$ cat config.mk
export PLATFORM = sky130hd
export DESIGN_NAME = ac_discrete_channel_conditioning
export DESIGN_NICKNAME = d
export VERILOG_FILES = /design/src/alternating_current_io_module_pkg.sv /design/src/ac_discrete_channel_conditioning.sv
export SDC_FILE = /design/constraint.sdc
export NUM_CORES = 1
export LEC_CHECK = 0
export BUFFER_PORTS_ARGS = -buffer_cell sky130_fd_sc_hd__buf_4
export CORE_AREA = 2 2 172 174
export CTS_BUF_LIST = sky130_fd_sc_hd__clkbuf_8
export DETAILED_ROUTE_END_ITERATION = 12
export DIE_AREA = 0 0 174 176
export GPL_ROUTABILITY_DRIVEN = 0
export PLACE_DENSITY = 0.82
export SLEW_MARGIN = 10
export SYNTH_ARGS = -nofsm -noshare
export SYNTH_HDL_FRONTEND = slang
export SYNTH_SLANG_ARGS = --single-unit
$ cat constraint.sdc
create_clock -name pclk -period 3.88 [get_ports pclk]
set_input_delay 0.388 -clock pclk [delete_from_list [all_inputs] [get_ports pclk]]
set_output_delay 0.388 -clock pclk [all_outputs]
set_load 0.03 [all_outputs]
$ cat src/alternating_current_io_module_pkg.sv
// constants, register map and carrier types for the ac discrete channel
// assumes a 100 mhz pclk; every time is derived from CLK_HZ
package alternating_current_io_module_pkg;

  localparam int CLK_HZ = 100_000_000;
  localparam int TICK_MS = 50;
  localparam int SAMPLE_MS = 20;
  localparam int SECOND_MS = 1000;
  localparam int TICK_CYCLES = TICK_MS * (CLK_HZ / 1000);
  localparam int SAMPLE_CYCLES = SAMPLE_MS * (CLK_HZ / 1000);
  localparam int SECOND_CYCLES = SECOND_MS * (CLK_HZ / 1000);

  //////////////////////////////////////////////////////////////////////////
  localparam logic [7:0] CTRL_OFS = 8'h00;
  localparam logic [7:0] SCAN_PERIOD_OFS = 8'h04;
  localparam logic [7:0] STATUS_OFS = 8'h08;
  localparam logic [7:0] ACCUM_OFS = 8'h0c;
  localparam logic [7:0] ON_CNT_OFS = 8'h10;
  localparam logic [7:0] OFF_CNT_OFS = 8'h14;
  localparam logic [7:0] ACTUAL_SCAN_OFS = 8'h18;
  localparam logic [7:0] DO_CTRL_OFS = 8'h1c;

  // status register bit positions
  localparam int ST_STATUS = 0;
  localparam int ST_PHYSICAL = 1;
  localparam int ST_ALARM = 2;
  localparam int ST_POINT_FAIL = 3;
  localparam int ST_MANUAL = 4;
  localparam int ST_DO_FAULT = 5;
  localparam int ST_DO_OUT = 6;
  // do control bit positions
  localparam int DO_CMD_BIT = 0;
  localparam int DO_RESET_BIT = 1;

  localparam logic [1:0] ACT_SHUTDOWN_LOG = 2'h0;
  localparam logic [1:0] ACT_LOG_ONLY = 2'h1;
  localparam logic [1:0] ACT_NONE = 2'h2;

  localparam logic [1:0] LOG_NONE = 2'h0;
  localparam logic [1:0] LOG_OUTPUT_FAULT = 2'h1;
  localparam logic [1:0] LOG_SCAN_OFF = 2'h2;

  typedef struct packed {
    logic [7:0] filter;
    logic [1:0] fail_action;
    logic rep_clear;
    logic rep_set;
    logic alarm_enable;
    logic latched;
    logic invert;
    logic scan_enable;
  } ctrl_t;

  localparam ctrl_t CTRL_RESET = 16'h0001;
  localparam logic [15:0] SCAN_PERIOD_RESET = 16'h0001;

  typedef struct packed {
    logic pulse;
    logic [1:0] code;
  } log_event_t;

  typedef enum logic {do_running, do_faulted} do_state_t;

endpackage

$ cat src/ac_discrete_channel_conditioning.sv
// one ac discrete channel: input conditioning, counters, output alarms
// assumes an apb master on pclk and asynchronous field pins
//
// Operation
// - alarming disabled raises no limit alarm; enabled raises them normally.
// - point fail is shown as active but never goes to the log.
// - with alarming enabled, disabling scanning raises an alarm.
// - on-set option sends an exception report on alarm entry.
// - on-clear option sends an exception report on alarm exit.
// - output alarm applies action: shutdown and log, log only, or nothing.
// - each input can be sampled up to fifty times per second.
// - the input is scanned at the configured period in seconds.
// - raw hardware state is kept apart from processed status.
// - scanning disabled stops field processing; status holds.
// - standard mode status follows the conditioned input.
// - latched mode holds on after off-to-on until host clears status.
// - inversion complements the field input before the status.
// - on is recognised after high for filter count, zero to 255.
// - on-to-off is recognised at once, without filter delay.
// - 32-bit accumulator counts off-to-on transitions, saturating at all ones.
// - host may preset the accumulator; writing zero clears it.
// - 32-bit on counter counts 50 ms periods while on, wraps.
// - 32-bit off counter counts 50 ms periods while off, wraps.
// - host writes preset on and off counters; zero clears.
// - on and off counters stop while scanning is disabled.
// - real seconds between successive scans are measured and shown.
// - after fault shutdown the output stays off until a fault reset.
module ac_discrete_channel_conditioning #(
  parameter int TICK_CYC = alternating_current_io_module_pkg::TICK_CYCLES,
  parameter int SAMPLE_CYC = alternating_current_io_module_pkg::SAMPLE_CYCLES,
  parameter int SECOND_CYC = alternating_current_io_module_pkg::SECOND_CYCLES
) (
  input wire logic pclk,
  input wire logic presetn,
  input wire logic [7:0] paddr,
  input wire logic psel,
  input wire logic penable,
  input wire logic pwrite,
  input wire logic [31:0] pwdata,
  output logic [31:0] prdata,
  output logic pready,
  output logic pslverr,
  input wire logic field_in,
  input wire logic point_fail_in,
  input wire logic do_fault_in,
  output logic do_out,
  output logic exception_report,
  output alternating_current_io_module_pkg::log_event_t alarm_log
);

  ////////////////////////////////////////////////////////////////////////////
  typedef struct packed {
    alternating_current_io_module_pkg::ctrl_t ctrl;
    logic [15:0] scan_period;
    logic [2:0] field_sync;
    logic [2:0] fail_sync;
    logic [2:0] dofault_sync;
    logic field_stable;
    logic fail_stable;
    logic dofault_stable;
    logic [31:0] tick_cnt;
    logic [31:0] sample_cnt;
    logic [31:0] sec_cnt;
    logic [7:0] filt_cnt;
    logic filtered;
    logic [15:0] secs_since_scan;
    logic [15:0] actual_scan;
    logic status;
    logic [31:0] accum;
    logic [31:0] on_cnt;
    logic [31:0] off_cnt;
    alternating_current_io_module_pkg::do_state_t do_state;
    logic do_cmd;
    logic do_out;
    logic alarm_prev;
    logic exc_rep;
    alternating_current_io_module_pkg::log_event_t log_ev;
    logic [31:0] prdata;
    logic pready;
    logic pslverr;
  } state_t;

  state_t state_reg;
  state_t state_next;

  // free running divider; returns the next count, wrapping at lim
  function automatic logic [31:0] div_next(input logic [31:0] cnt,
                                           input int lim);
    if (cnt >= 32'(lim - 1)) begin
      return 32'h0;
    end
    return cnt + 32'h1;
  endfunction

  function automatic logic div_hit(input logic [31:0] cnt, input int lim);
    return cnt >= 32'(lim - 1);
  endfunction

  // a pin change counts once the second and third stages agree
  function automatic logic settle(input logic [2:0] sync, input logic cur);
    return (sync[1] == sync[2]) ? sync[2] : cur;
  endfunction

  function automatic logic mapped(input logic [7:0] a);
    case (a)
      alternating_current_io_module_pkg::CTRL_OFS, alternating_current_io_module_pkg::SCAN_PERIOD_OFS, alternating_current_io_module_pkg::STATUS_OFS,
      alternating_current_io_module_pkg::ACCUM_OFS, alternating_current_io_module_pkg::ON_CNT_OFS, alternating_current_io_module_pkg::OFF_CNT_OFS,
      alternating_current_io_module_pkg::ACTUAL_SCAN_OFS, alternating_current_io_module_pkg::DO_CTRL_OFS: return 1'b1;
      default: return 1'b0;
    endcase
  endfunction

  ////////////////////////////////////////////////////////////////////////////
  logic wr;
  logic setup;
  logic tick;
  logic sample_tick;
  logic sec_tick;
  logic scan_now;
  logic cond_in;
  logic status_new;
  logic alarm_now;
  logic fault_alarm;
  logic [31:0] status_word;

  always_comb begin
    state_next = state_reg;
    setup = psel && !penable;
    wr = psel && penable && pwrite && state_reg.pready;

    // pins: three flip-flops, first stage read only by the second
    state_next.field_sync = {state_reg.field_sync[1:0], field_in};
    state_next.fail_sync = {state_reg.fail_sync[1:0], point_fail_in};
    state_next.dofault_sync = {state_reg.dofault_sync[1:0], do_fault_in};
    state_next.field_stable = settle(state_reg.field_sync,
                                     state_reg.field_stable);
    state_next.fail_stable = settle(state_reg.fail_sync,
                                    state_reg.fail_stable);
    state_next.dofault_stable = settle(state_reg.dofault_sync,
                                       state_reg.dofault_stable);

    // time bases
    tick = div_hit(state_reg.tick_cnt, TICK_CYC);
    sample_tick = div_hit(state_reg.sample_cnt, SAMPLE_CYC);
    sec_tick = div_hit(state_reg.sec_cnt, SECOND_CYC);
    state_next.tick_cnt = div_next(state_reg.tick_cnt, TICK_CYC);
    state_next.sample_cnt = div_next(state_reg.sample_cnt, SAMPLE_CYC);
    state_next.sec_cnt = div_next(state_reg.sec_cnt, SECOND_CYC);

    // on filter on raw level; a drop clears at once and restarts the count
    if (!state_reg.field_stable) begin
      state_next.filt_cnt = 8'h0;
      state_next.filtered = 1'b0;
    end else if (state_reg.filt_cnt >= state_reg.ctrl.filter) begin
      state_next.filtered = 1'b1;
    end else if (tick) begin
      state_next.filt_cnt = state_reg.filt_cnt + 8'h1;
    end

    // scan scheduling; a zero period scans at the fastest sample rate
    if (sec_tick) begin
      state_next.secs_since_scan = state_reg.secs_since_scan + 16'h1;
    end
    if (state_reg.scan_period == 16'h0) begin
      scan_now = sample_tick;
    end else begin
      scan_now = sec_tick &&
        (state_reg.secs_since_scan + 16'h1 >= state_reg.scan_period);
    end
    scan_now = scan_now && state_reg.ctrl.scan_enable;
    if (scan_now) begin
      state_next.actual_scan = sec_tick ?
        state_reg.secs_since_scan + 16'h1 : state_reg.secs_since_scan;
      state_next.secs_since_scan = 16'h0;
    end

    // conditioning: invert, then standard or latched
    cond_in = state_reg.filtered ^ state_reg.ctrl.invert;
    if (state_reg.ctrl.latched) begin
      status_new = state_reg.status | cond_in;
    end else begin
      status_new = cond_in;
    end
    if (scan_now) begin
      state_next.status = status_new;
    end

    // transition accumulator, saturating
    if (state_next.status && !state_reg.status &&
        state_reg.accum != 32'hffff_ffff) begin
      state_next.accum = state_reg.accum + 32'h1;
    end

    // time in state, frozen while not scanning
    if (tick && state_reg.ctrl.scan_enable) begin
      if (state_reg.status) begin
        state_next.on_cnt = state_reg.on_cnt + 32'h1;
      end else begin
        state_next.off_cnt = state_reg.off_cnt + 32'h1;
      end
    end

    // output alarm and exception reporting
    fault_alarm = state_reg.ctrl.alarm_enable && state_reg.dofault_stable;
    alarm_now = state_reg.ctrl.alarm_enable &&
      (state_reg.dofault_stable || !state_reg.ctrl.scan_enable);
    state_next.alarm_prev = alarm_now;
    state_next.exc_rep =
      (state_reg.ctrl.rep_set && alarm_now &&
       !state_reg.alarm_prev) ||
      (state_reg.ctrl.rep_clear && !alarm_now &&
       state_reg.alarm_prev);
    state_next.log_ev.pulse = 1'b0;
    state_next.log_ev.code = alternating_current_io_module_pkg::LOG_NONE;
    // point fail never feeds the log path
    if (alarm_now && !state_reg.alarm_prev) begin
      if (fault_alarm) begin
        if (state_reg.ctrl.fail_action == alternating_current_io_module_pkg::ACT_SHUTDOWN_LOG ||
            state_reg.ctrl.fail_action == alternating_current_io_module_pkg::ACT_LOG_ONLY) begin
          state_next.log_ev.pulse = 1'b1;
          state_next.log_ev.code = alternating_current_io_module_pkg::LOG_OUTPUT_FAULT;
        end
      end else begin
        state_next.log_ev.pulse = 1'b1;
        state_next.log_ev.code = alternating_current_io_module_pkg::LOG_SCAN_OFF;
      end
    end

    // fault state; a new fault beats a reset in the same cycle
    case (state_reg.do_state)
      alternating_current_io_module_pkg::do_running: begin
        if (fault_alarm &&
            state_reg.ctrl.fail_action == alternating_current_io_module_pkg::ACT_SHUTDOWN_LOG) begin
          state_next.do_state = alternating_current_io_module_pkg::do_faulted;
        end
      end
      alternating_current_io_module_pkg::do_faulted: begin
        if (wr && paddr == alternating_current_io_module_pkg::DO_CTRL_OFS &&
            pwdata[alternating_current_io_module_pkg::DO_RESET_BIT] && !fault_alarm) begin
          state_next.do_state = alternating_current_io_module_pkg::do_running;
        end
      end
      default: state_next.do_state = alternating_current_io_module_pkg::do_faulted;
    endcase

    // register writes take priority over hardware updates, except a latching scan on status
    if (wr) begin
      case (paddr)
        alternating_current_io_module_pkg::CTRL_OFS: state_next.ctrl = pwdata[15:0];
        alternating_current_io_module_pkg::SCAN_PERIOD_OFS: state_next.scan_period = pwdata[15:0];
        // a latching scan in the same cycle beats the host clear
        alternating_current_io_module_pkg::STATUS_OFS:
          state_next.status = pwdata[alternating_current_io_module_pkg::ST_STATUS] ||
            (state_reg.ctrl.latched && scan_now && cond_in);
        alternating_current_io_module_pkg::ACCUM_OFS: state_next.accum = pwdata;
        alternating_current_io_module_pkg::ON_CNT_OFS: state_next.on_cnt = pwdata;
        alternating_current_io_module_pkg::OFF_CNT_OFS: state_next.off_cnt = pwdata;
        alternating_current_io_module_pkg::DO_CTRL_OFS:
          state_next.do_cmd = pwdata[alternating_current_io_module_pkg::DO_CMD_BIT];
        default: state_next.do_cmd = state_reg.do_cmd;
      endcase
    end
    // shutdown forces the output off regardless of command
    state_next.do_out = state_next.do_cmd &&
      (state_next.do_state == alternating_current_io_module_pkg::do_running);

    status_word = 32'h0;
    status_word[alternating_current_io_module_pkg::ST_STATUS] = state_reg.status;
    status_word[alternating_current_io_module_pkg::ST_PHYSICAL] = state_reg.field_stable;
    status_word[alternating_current_io_module_pkg::ST_ALARM] = alarm_now;
    status_word[alternating_current_io_module_pkg::ST_POINT_FAIL] = state_reg.fail_stable;
    status_word[alternating_current_io_module_pkg::ST_MANUAL] = !state_reg.ctrl.scan_enable;
    status_word[alternating_current_io_module_pkg::ST_DO_FAULT] =
      (state_reg.do_state == alternating_current_io_module_pkg::do_faulted);
    status_word[alternating_current_io_module_pkg::ST_DO_OUT] = state_reg.do_out;

    // apb: answer is prepared in setup, so access always ends in one cycle
    state_next.pready = setup;
    state_next.pslverr = setup && !mapped(paddr);
    state_next.prdata = 32'h0;
    if (setup && !pwrite) begin
      case (paddr)
        alternating_current_io_module_pkg::CTRL_OFS: state_next.prdata = {16'h0, state_reg.ctrl};
        alternating_current_io_module_pkg::SCAN_PERIOD_OFS:
          state_next.prdata = {16'h0, state_reg.scan_period};
        alternating_current_io_module_pkg::STATUS_OFS: state_next.prdata = status_word;
        alternating_current_io_module_pkg::ACCUM_OFS: state_next.prdata = state_reg.accum;
        alternating_current_io_module_pkg::ON_CNT_OFS: state_next.prdata = state_reg.on_cnt;
        alternating_current_io_module_pkg::OFF_CNT_OFS: state_next.prdata = state_reg.off_cnt;
        alternating_current_io_module_pkg::ACTUAL_SCAN_OFS:
          state_next.prdata = {16'h0, state_reg.actual_scan};
        alternating_current_io_module_pkg::DO_CTRL_OFS: state_next.prdata = {31'h0, state_reg.do_cmd};
        default: state_next.prdata = 32'h0;
      endcase
    end
  end

  ////////////////////////////////////////////////////////////////////////////
  always_ff @(posedge pclk or negedge presetn) begin
    if (!presetn) begin
      state_reg <= '0;
      state_reg.ctrl <= alternating_current_io_module_pkg::CTRL_RESET;
      state_reg.scan_period <= alternating_current_io_module_pkg::SCAN_PERIOD_RESET;
      state_reg.do_state <= alternating_current_io_module_pkg::do_running;
    end else begin
      state_reg <= state_next;
    end
  end

  assign prdata = state_reg.prdata;
  assign pready = state_reg.pready;
  assign pslverr = state_reg.pslverr;
  assign do_out = state_reg.do_out;
  assign exception_report = state_reg.exc_rep;
  assign alarm_log = state_reg.log_ev;

endmodule

Yosys cells after proc, flatten, opt, wreduce, memory -nomap -nowiden --
Memory sizes are Yosys's and may differ from the RTL's. Cells that the tools add are included.
Word-level totals: bits of input ports 48, output and inout bits 39, memories kept 1, bits in registers 320, bits in read-only memories 32, word-level logic and storage cells 151
Cells by class: eq/ne operators 15, multiplexer cells 38, $add $sub $neg 8, bitwise gates (word level) 4, magnitude comparators 5, reduce and logical (&&, ||, !) cells 44
Memories:
- (name not given) | words 32, bits a word 1, rd ports 1, clocked after Yosys merged registers in 0, write ports 0, RTL line ac_discrete_channel_conditioning.sv:105 | case (a)
Operator list (count):
- 2-to-1 mux 32 bit | 14
- one-hot mux 32 bit (8 select lines) | 1
- adder 32 x 1 -> 32 bit, second input constant | 6
- 2-to-1 mux 97 bit | 1
- 2-to-1 mux 64 bit | 1
- == test 8 x 5 -> 1 bit, second input constant | 4
- >= comparator 32 x 21 -> 1 bit, second input constant | 1
- >= comparator 32 x 23 -> 1 bit, second input constant | 1
- >= comparator 32 x 27 -> 1 bit, second input constant | 1
- inequality test 32 bit, second input constant | 1
- logical AND 1 bit | 25
- adder 16 x 1 -> 16 bit, second input constant | 1
- == test 8 x 4 -> 1 bit, second input constant | 2
- >= comparator 16 bit | 1
- logical NOT 16 bit | 1
- 2-to-1 mux 16 bit | 1
- 2-to-1 mux 8 bit | 2
- 2-to-1 mux 1 bit | 13
- 2-to-1 mux 3 bit | 3
- 2-to-1 mux 9 bit | 1
- adder 8 x 1 -> 8 bit, second input constant | 1
- == test 8 x 3 -> 1 bit, second input constant | 1
- >= comparator 8 bit | 1
- logical NOT 1 bit | 8
- other kinds (13) | 22

Logic depth before layout (Yosys ltp) --
Gate-level depths: netlist of the first run.
word-level depth 11, mapped depth 18, depth with buffers taken out 15

Worst setup path after synthesis of the first run --
Ideal clock, no wire load.
path kind register -> register, start register state_reg[155] (netlist bit), end register state_reg[123] (netlist bit), library setup time 0.077 ns, clock period less this slack 4.129 ns, path slack -0.249 ns, stages on the path, launching flop included 18, data arrival time 4.052 ns, path buffers 2, required time 3.803 ns, cell sequence dfrtp_1 > ha_1 > nand3_1 > nor3_1 > and3_1 > nand3_1 > nor2_1 > xor2_1 > ha_1 > nand4_1 > or2_0 > a2111oi_0 > nor4_1 > or4_1 > buf_2 > buf_6 > or4_1 > a21oi_1
RTL lines:
- from (decl) | RTL line ac_discrete_channel_conditioning.sv:83 | state_t state_reg;
- from (signal assigned) | RTL line ac_discrete_channel_conditioning.sv:306 | state_reg <= state_next;

==> impl_metrics.tcl, run 1 <==
set metrics [dict create \
    avgSynthCellArea_um2 9.613 \
    start_util_pct 57.58 \
    drtIter0Drc 1574 \
    largest_register_ffs 275 \
    synth_warnings 0 \
    wl_per_cell_um 19.89 \
    final_antenna_net_count 0 \
    maxCapViolCount 0 \
    async_flop_share_pct 100.0 \
    ys_seq_area_share_pct 48.73 \
    clockBufferDepth 3 \
    place_hpwl_mm 30.71 \
    clkTransAtPathRegs_ns 0.06 \
    drive_gt1_share_pct 16.46 \
    ys_types 67 \
    cts_root_buffer "clkbuf_8" \
    cp.required_ns 4.36 \
    yosys_most_used_dff "dfrtp_1" \
    fin_util_pct 66.65 \
    grt_use_met3_pct 5.685 \
    num_vias 14115 \
    grt_max_degree 110 \
    peakVddDrop_v 0.0002621 \
    endpoint_kind "register" \
    io_pins 87 \
    area_growth_pct 15.74 \
    h-tree-depth 2 \
    max_slew.worst_pin.slew_ns 1.090 \
    setup_tns_ns -0.6378 \
    drt_wl_total_mm 44.86 \
    critPathTopFamily "simple AND/OR/NAND/NOR gates" \
    synth_edf_count 0 \
    leakagePower_nw 8.182 \
    path_cells "buf_6, ha_4, nand3_4, nor3_4, and3_4, nand3_4, nor2_4, xor2_1, ha_1, nand4_1, or2_4, a2111oi_4, nor4_4, or4_4, buf_12, or4_4, a31oi_1" \
    cts_tree "built" \
    numCtsBuffers 53 \
    crit_cells 17 \
    worst_skew_pair.late_latency_ns 0.60 \
    synthCells 1710 \
    track_usage_pct 28.82 \
    grt_pass1_vias 13465 \
    critPathLaunchType "register" \
    hold_violations 0 \
    met2_usage_pct 45.50 \
    crit_arrival_ns 4.44 \
    max_slew_margin_pct 27.07 \
    syn_area_mm2 0.01644 \
    die_y_um 176 \
    min_period_ns 3.959 \
    worst_slack_ns -0.07946 \
    fmax_mhz 252.6 \
    antenna_found_initial 0 \
    powerDensity_mw_per_mm2 406.7 \
    crit_path_max_fanout 18 \
    fin_skew_ns 0.02732 \
    gr-max-usage-layer "met2" \
    drc 0 \
    grt_pass1_wl_mm 70.28 \
    diodes 0 \
    max_stage_delay_ns 0.50 \
    synth-seq-cells 320 \
    finalSetupViolCount 16 \
    regToRegSetupSlack_ns -0.08 \
    slew_violations 0 \
    worst_hold_path.num_cells 3 \
    outcome "finished with violations" \
    num_rows 62 \
    crit_type "reg2reg" \
    clock_sinks 320 \
    fin_nets 1908 \
    hold_class "in2reg" \
    slowest_stage "or4_4" \
    dr.pass1.iters 6 \
    grt_setup_unrepaired "yes" \
    drt-vias-per-instance 6.259 \
    path_buf_inv 2 \
    reg2reg_depth 17 \
    die_area_mm2 0.03062 \
    violations "setup timing" \
    die_w_um 174 \
    grt.met1_usage_pct 38.45 \
    fin_crit_sh_pct 102.0 \
    core_mm2 0.02855 \
    grt-ovfl-total 0 \
    timing.hold.ws_ns 0.04095 \
    port_buffers 86 \
]
path summary, 6_finish.rpt:
path                                 start              end
hold / removal                        psel           pready
setup reg to reg            state_reg[156]   state_reg[109]
hold reg to reg            state_next[286]  state_next[287]
max in group asynchronous          presetn   state_reg[189]
setup / recovery            state_reg[156]   state_reg[109]
min in group asynchronous          presetn   state_reg[249]
placed cells by master, fill, tap and decap left out, types with 5 or more instances in the layout:
cell	instances
a21oi_1	121
and4_1	18
and2_1	9
a21boi_0	6
a222oi_1	5
or4_4	6
inv_1	63
ha_1	31
a221oi_1	7
o31ai_1	21
a211oi_1	6
xor2_1	90
dfrtp_1	318
o22ai_1	6
mux2_2	34
xnor2_1	62
nand4_1	47
nor4_1	20
nand3_1	79
nor3_1	31
clkinv_2	9
o31ai_2	5
conb_1	25
or4_1	27
o21ai_0	20
mux2i_1	17
a31oi_1	33
a22oi_1	21
nand2b_1	6
and3_1	36
or3_1	13
nor2b_1	8
nand2_1	118
a22o_1	5
buf_4	135
nor2_1	247
clkbuf_8	65
cells by family (layout without fill, tap and decap cells):
kind of cell | count (synthesis) | after routing | synth area share [%]
DFF | 320 | 320 | 48.73
buffers and inverters | 155 | 291 | 4.407
other | 1 | 25 | 0.02281
adders and majority gates | 35 | 35 | 2.618
xor gates and xnor gates | 152 | 152 | 8.099
muxes | 55 | 55 | 3.912
AOI/OAI and AO/OA | 293 | 293 | 11.27
and+or+nand+nor | 699 | 700 | 20.94
worst register-to-register path, delay by kind of cell, from the launching register on:
family / cells / cell delay (ns)
xor+xnor: 1 / 0.07
simple gates: 10 / 2.19
fa+ha+maj: 2 / 0.43
buf+inv: 2 / 0.29
compound gates: 2 / 0.50
flops: 1 / 0.39
routing by layer:
metal	share of wire (%)	routed length, µm	vias to the layer above
met1	39	17380	6837
li1	-	-	6289
met2	47	20940	822
met4	4.9	2212	0
met5	0	0	-
met3	9.7	4330	167
area by class of cell:
| type | count | area [µm²] |
|---|---|---|
| repair buffers | 148 | 1207 |
| multi-input cells | 1260 | 8039 |
| fillers | 2172 | 9522 |
| clock inverters | 33 | 225.2 |
| flip-flops and latches | 320 | 8010 |
| inverters | 45 | 168.9 |
| well taps | 384 | 480.5 |
| clock buffers | 65 | 894.6 |
Yosys cell counts, types with 5 or more instances:
master	instances	area, µm²
a211oi_1	6	45.04
a21boi_0	7	52.55
a21oi_1	122	610.6
a221oi_1	7	61.31
a222oi_1	5	50.05
a22o_1	5	43.79
a22oi_1	21	157.7
a31oi_1	34	212.7
and2_1	9	56.30
and3_1	38	237.7
and4_1	18	157.7
buf_1	7	26.28
buf_4	35	262.8
clkbuf_1	64	240.2
dfrtp_1	318	7958
ha_1	32	400.4
inv_1	45	168.9
mux2_2	34	382.9
mux2i_1	17	170.2
nand2_1	121	454.2
nand2b_1	6	37.54
nand3_1	82	410.4
nand4_1	47	294.0
nor2_1	248	930.9
nor2b_1	8	50.05
nor3_1	33	165.2
nor4_1	23	143.9
o21ai_0	23	115.1
o22ai_1	6	37.54
o31ai_1	26	195.2
or3_1	13	81.33
or4_1	33	247.7
xnor2_1	62	543.0
xor2_1	90	788.3
power by group:
part	leakage (nW)	internal, mW	total [mW]	switching (mW)
Clock	0.641	1.72	3.08	1.37
Combinational	3.68	0.441	1.07	0.628
Sequential	3.86	3.46	3.59	0.124
Total	8.18	5.62	7.74	2.12
repair_timing:
action	CTS	global route
endpoints found under the setup margin	22	25
pin swaps	3	22
hold endpoints to repair	76	0
gates resized for setup	11	26
hold buffers	4	0
gates cloned	0	2
setup buffers	4	8
through the flow:
step	cell area [µm²]	setup slack [ns]	instances	total power, mW
3_3_place_gp	17580	-0.02053	2139	4.526
3_5_place_dp	17580	-0.1353	2139	4.568
4_1_cts	18820	0.006084	2245	7.703
2_1_floorplan	16610	0.0008957	1734	4.156
5_1_grt	19030	-0.1773	2255	8.051
6_report	19030	-0.07946	2255	7.738
Power figures use the tool's default switching activity.
==> inputs of run 2 (changes only) <==
--- a/config.mk
+++ b/config.mk
@@ -12,6 +12,7 @@
 export DIE_AREA = 0 0 174 176
 export GPL_ROUTABILITY_DRIVEN = 0
 export PLACE_DENSITY = 0.82
+export REMOVE_ABC_BUFFERS = 1
 export SLEW_MARGIN = 10
 export SYNTH_ARGS = -nofsm -noshare
 export SYNTH_HDL_FRONTEND = slang
==> run 2 against run 1 <==
The run now ends clean. Combinational power decreased by 8%. Sequential share of layout area rose by 0.27 points. Worst hold slack better by 0.029 ns. Non-clock buffer count increased by 1. Clock power down 3%. First-iteration DRC count decreased by 12%. Register-to-register slack better by 0.12 ns. Largest power group unchanged. Highest routed layer is now met5.
==> impl_metrics.tcl, run 2 (synthesis results as in run 1) <==
set metrics [dict create \
    outcome "completed" \
    final_cell_mix "318 x dfrtp_1, 247 x nor2_1, 136 x buf_4, 122 x a21oi_1, 118 x nand2_1" \
    dr.pass1.iters 7 \
    drt-vias-per-instance 6.134 \
    place_hpwl_mm 29.63 \
    max_slew_margin_pct 19.34 \
    slew_violations 0 \
    final_cells 2254 \
    port_buffers 86 \
    grt_pass1_vias 13538 \
    grt_pass1_wl_mm 68.74 \
    setup_tns_ns 0 \
    io_pins 87 \
    hold_violations 0 \
    leakagePower_nw 8.114 \
    clockBufferDepth 3 \
    fmax_mhz 260.5 \
    numCtsBuffers 53 \
    crit_type "reg2reg" \
    dp.cells 2145 \
    fin_crit_sh_pct 98.93 \
    cts_tree "built" \
    final_antenna_net_count 0 \
    drt_wl_total_mm 42.97 \
    fin_nets 1908 \
    drive_gt1_share_pct 16.04 \
    grt_max_degree 106 \
    num_rows 62 \
    area_growth_pct 15.01 \
    drtIter0Drc 1392 \
    max_slew.worst_pin.slew_ns 1.206 \
    cp.required_ns 4.35 \
    cts_root_buffer "clkbuf_8" \
    num_vias 13826 \
    die_w_um 174 \
    peakVddDrop_v 0.0003133 \
    worst_skew_pair.late_latency_ns 0.62 \
    clock_sinks 320 \
    crit_path_max_fanout 16 \
    finalSetupViolCount 0 \
    die_area_mm2 0.03062 \
    powerDensity_mw_per_mm2 400.1 \
    hold_class "in2reg" \
    final_common_cell "dfrtp_1" \
    antenna_found_initial 1 \
    min_period_ns 3.838 \
    largest_register_ffs 275 \
    drc 0 \
    grt_setup_unrepaired "yes" \
    grt-ovfl-total 0 \
    critPathLaunchType "register" \
    diodes 0 \
    crit_arrival_ns 4.31 \
    start_util_pct 57.58 \
    endpoint_kind "register" \
    fin_skew_ns 0.05391 \
    clkTransAtPathRegs_ns 0.06 \
    maxCapViolCount 0 \
    die_y_um 176 \
    wl_per_cell_um 19.06 \
    track_usage_pct 27.94 \
    h-tree-depth 2 \
    core_mm2 0.02855 \
]
run 2: cell type report:
cell class | instances | area, µm²
Sequential cell | 320 | 8010
Inverter | 45 | 168.9
Tap cell | 384 | 480.5
Clock buffer | 68 | 935.9
Fill cell | 2157 | 9642
Multi-Input combinational cell | 1259 | 7950
Clock inverter | 29 | 151.4
Timing Repair Buffer | 149 | 1209
run 2: power breakdown:
group	total [mW]	leakage (nW)	switching, mW	internal (mW)
Clock	2.99	0.633	1.36	1.64
Sequential	3.59	3.86	0.127	3.46
Combinational	0.982	3.62	0.569	0.413
Total	7.56	8.11	2.05	5.51
run 2: worst max-delay path, cell delays in order (launching register included):
cell,delay [ns]
dfrtp_1,0.39
ha_2,0.21
nand3_2,0.10
nor3_2,0.21
and3_4,0.23
nand3_4,0.10
nor2_4,0.12
xor2_1,0.08
ha_1,0.29
nand4_1,0.10
or2_4,0.29
a2111oi_4,0.21
nor4_2,0.10
or4_4,0.45
buf_12,0.17
or4_4,0.47
a31oi_1,0.23
run 2: final timing paths:
check | from | endpoint | slack (ns) | cells after the start
worst max-delay path | state_reg[155] | state_reg[137] | 0.04 | 16
max in group asynchronous | presetn | state_reg[288] | 2.50 | 3
worst min-delay path | pwdata[16] | state_reg[58] | 0.07 | 3
worst min register to register | state_next[286] | state_next[287] | 0.32 | 0
min in group asynchronous | presetn | state_reg[51] | 0.42 | 2
worst max register to register | state_reg[155] | state_reg[137] | 0.04 | 16
run 2: per-stage QoR:
step           util, %  worst slack [ns]  power, mW  cell area [µm²]  hold slack (ns)
3_3_place_gp     61.48           -0.1291      4.493            17550           0.3316
2_1_floorplan        -            -2.852      4.104            15970          0.09241
3_5_place_dp     61.48           -0.2913      4.526            17550           0.3347
6_report         66.23           0.04150      7.564            18910          0.06983
5_1_grt          66.23          -0.08332      7.882            18910          0.06926
4_1_cts          65.68           0.04021      7.563            18750          0.06102
run 2: layer usage:
layer | vias up | share of wire [%] | track usage (%)
li1 | 6276 | - | -
met1 | 6701 | 39 | 36.00
met2 | 690 | 47 | 46.12
met3 | 157 | 8.8 | 5.060
met4 | 2 | 4.7 | 13.34
met5 | - | 0.035 | 0
run 2: what timing repair did:
action | in CTS | in global routing
endpoints found under the setup margin | 55 | 38
hold buffers | 4 | 0
buffers inserted | 1 | 5
pin swaps | 7 | 15
endpoints found under the hold margin | 103 | 0
gates resized for setup | 14 | 18
gates cloned | 0 | 2
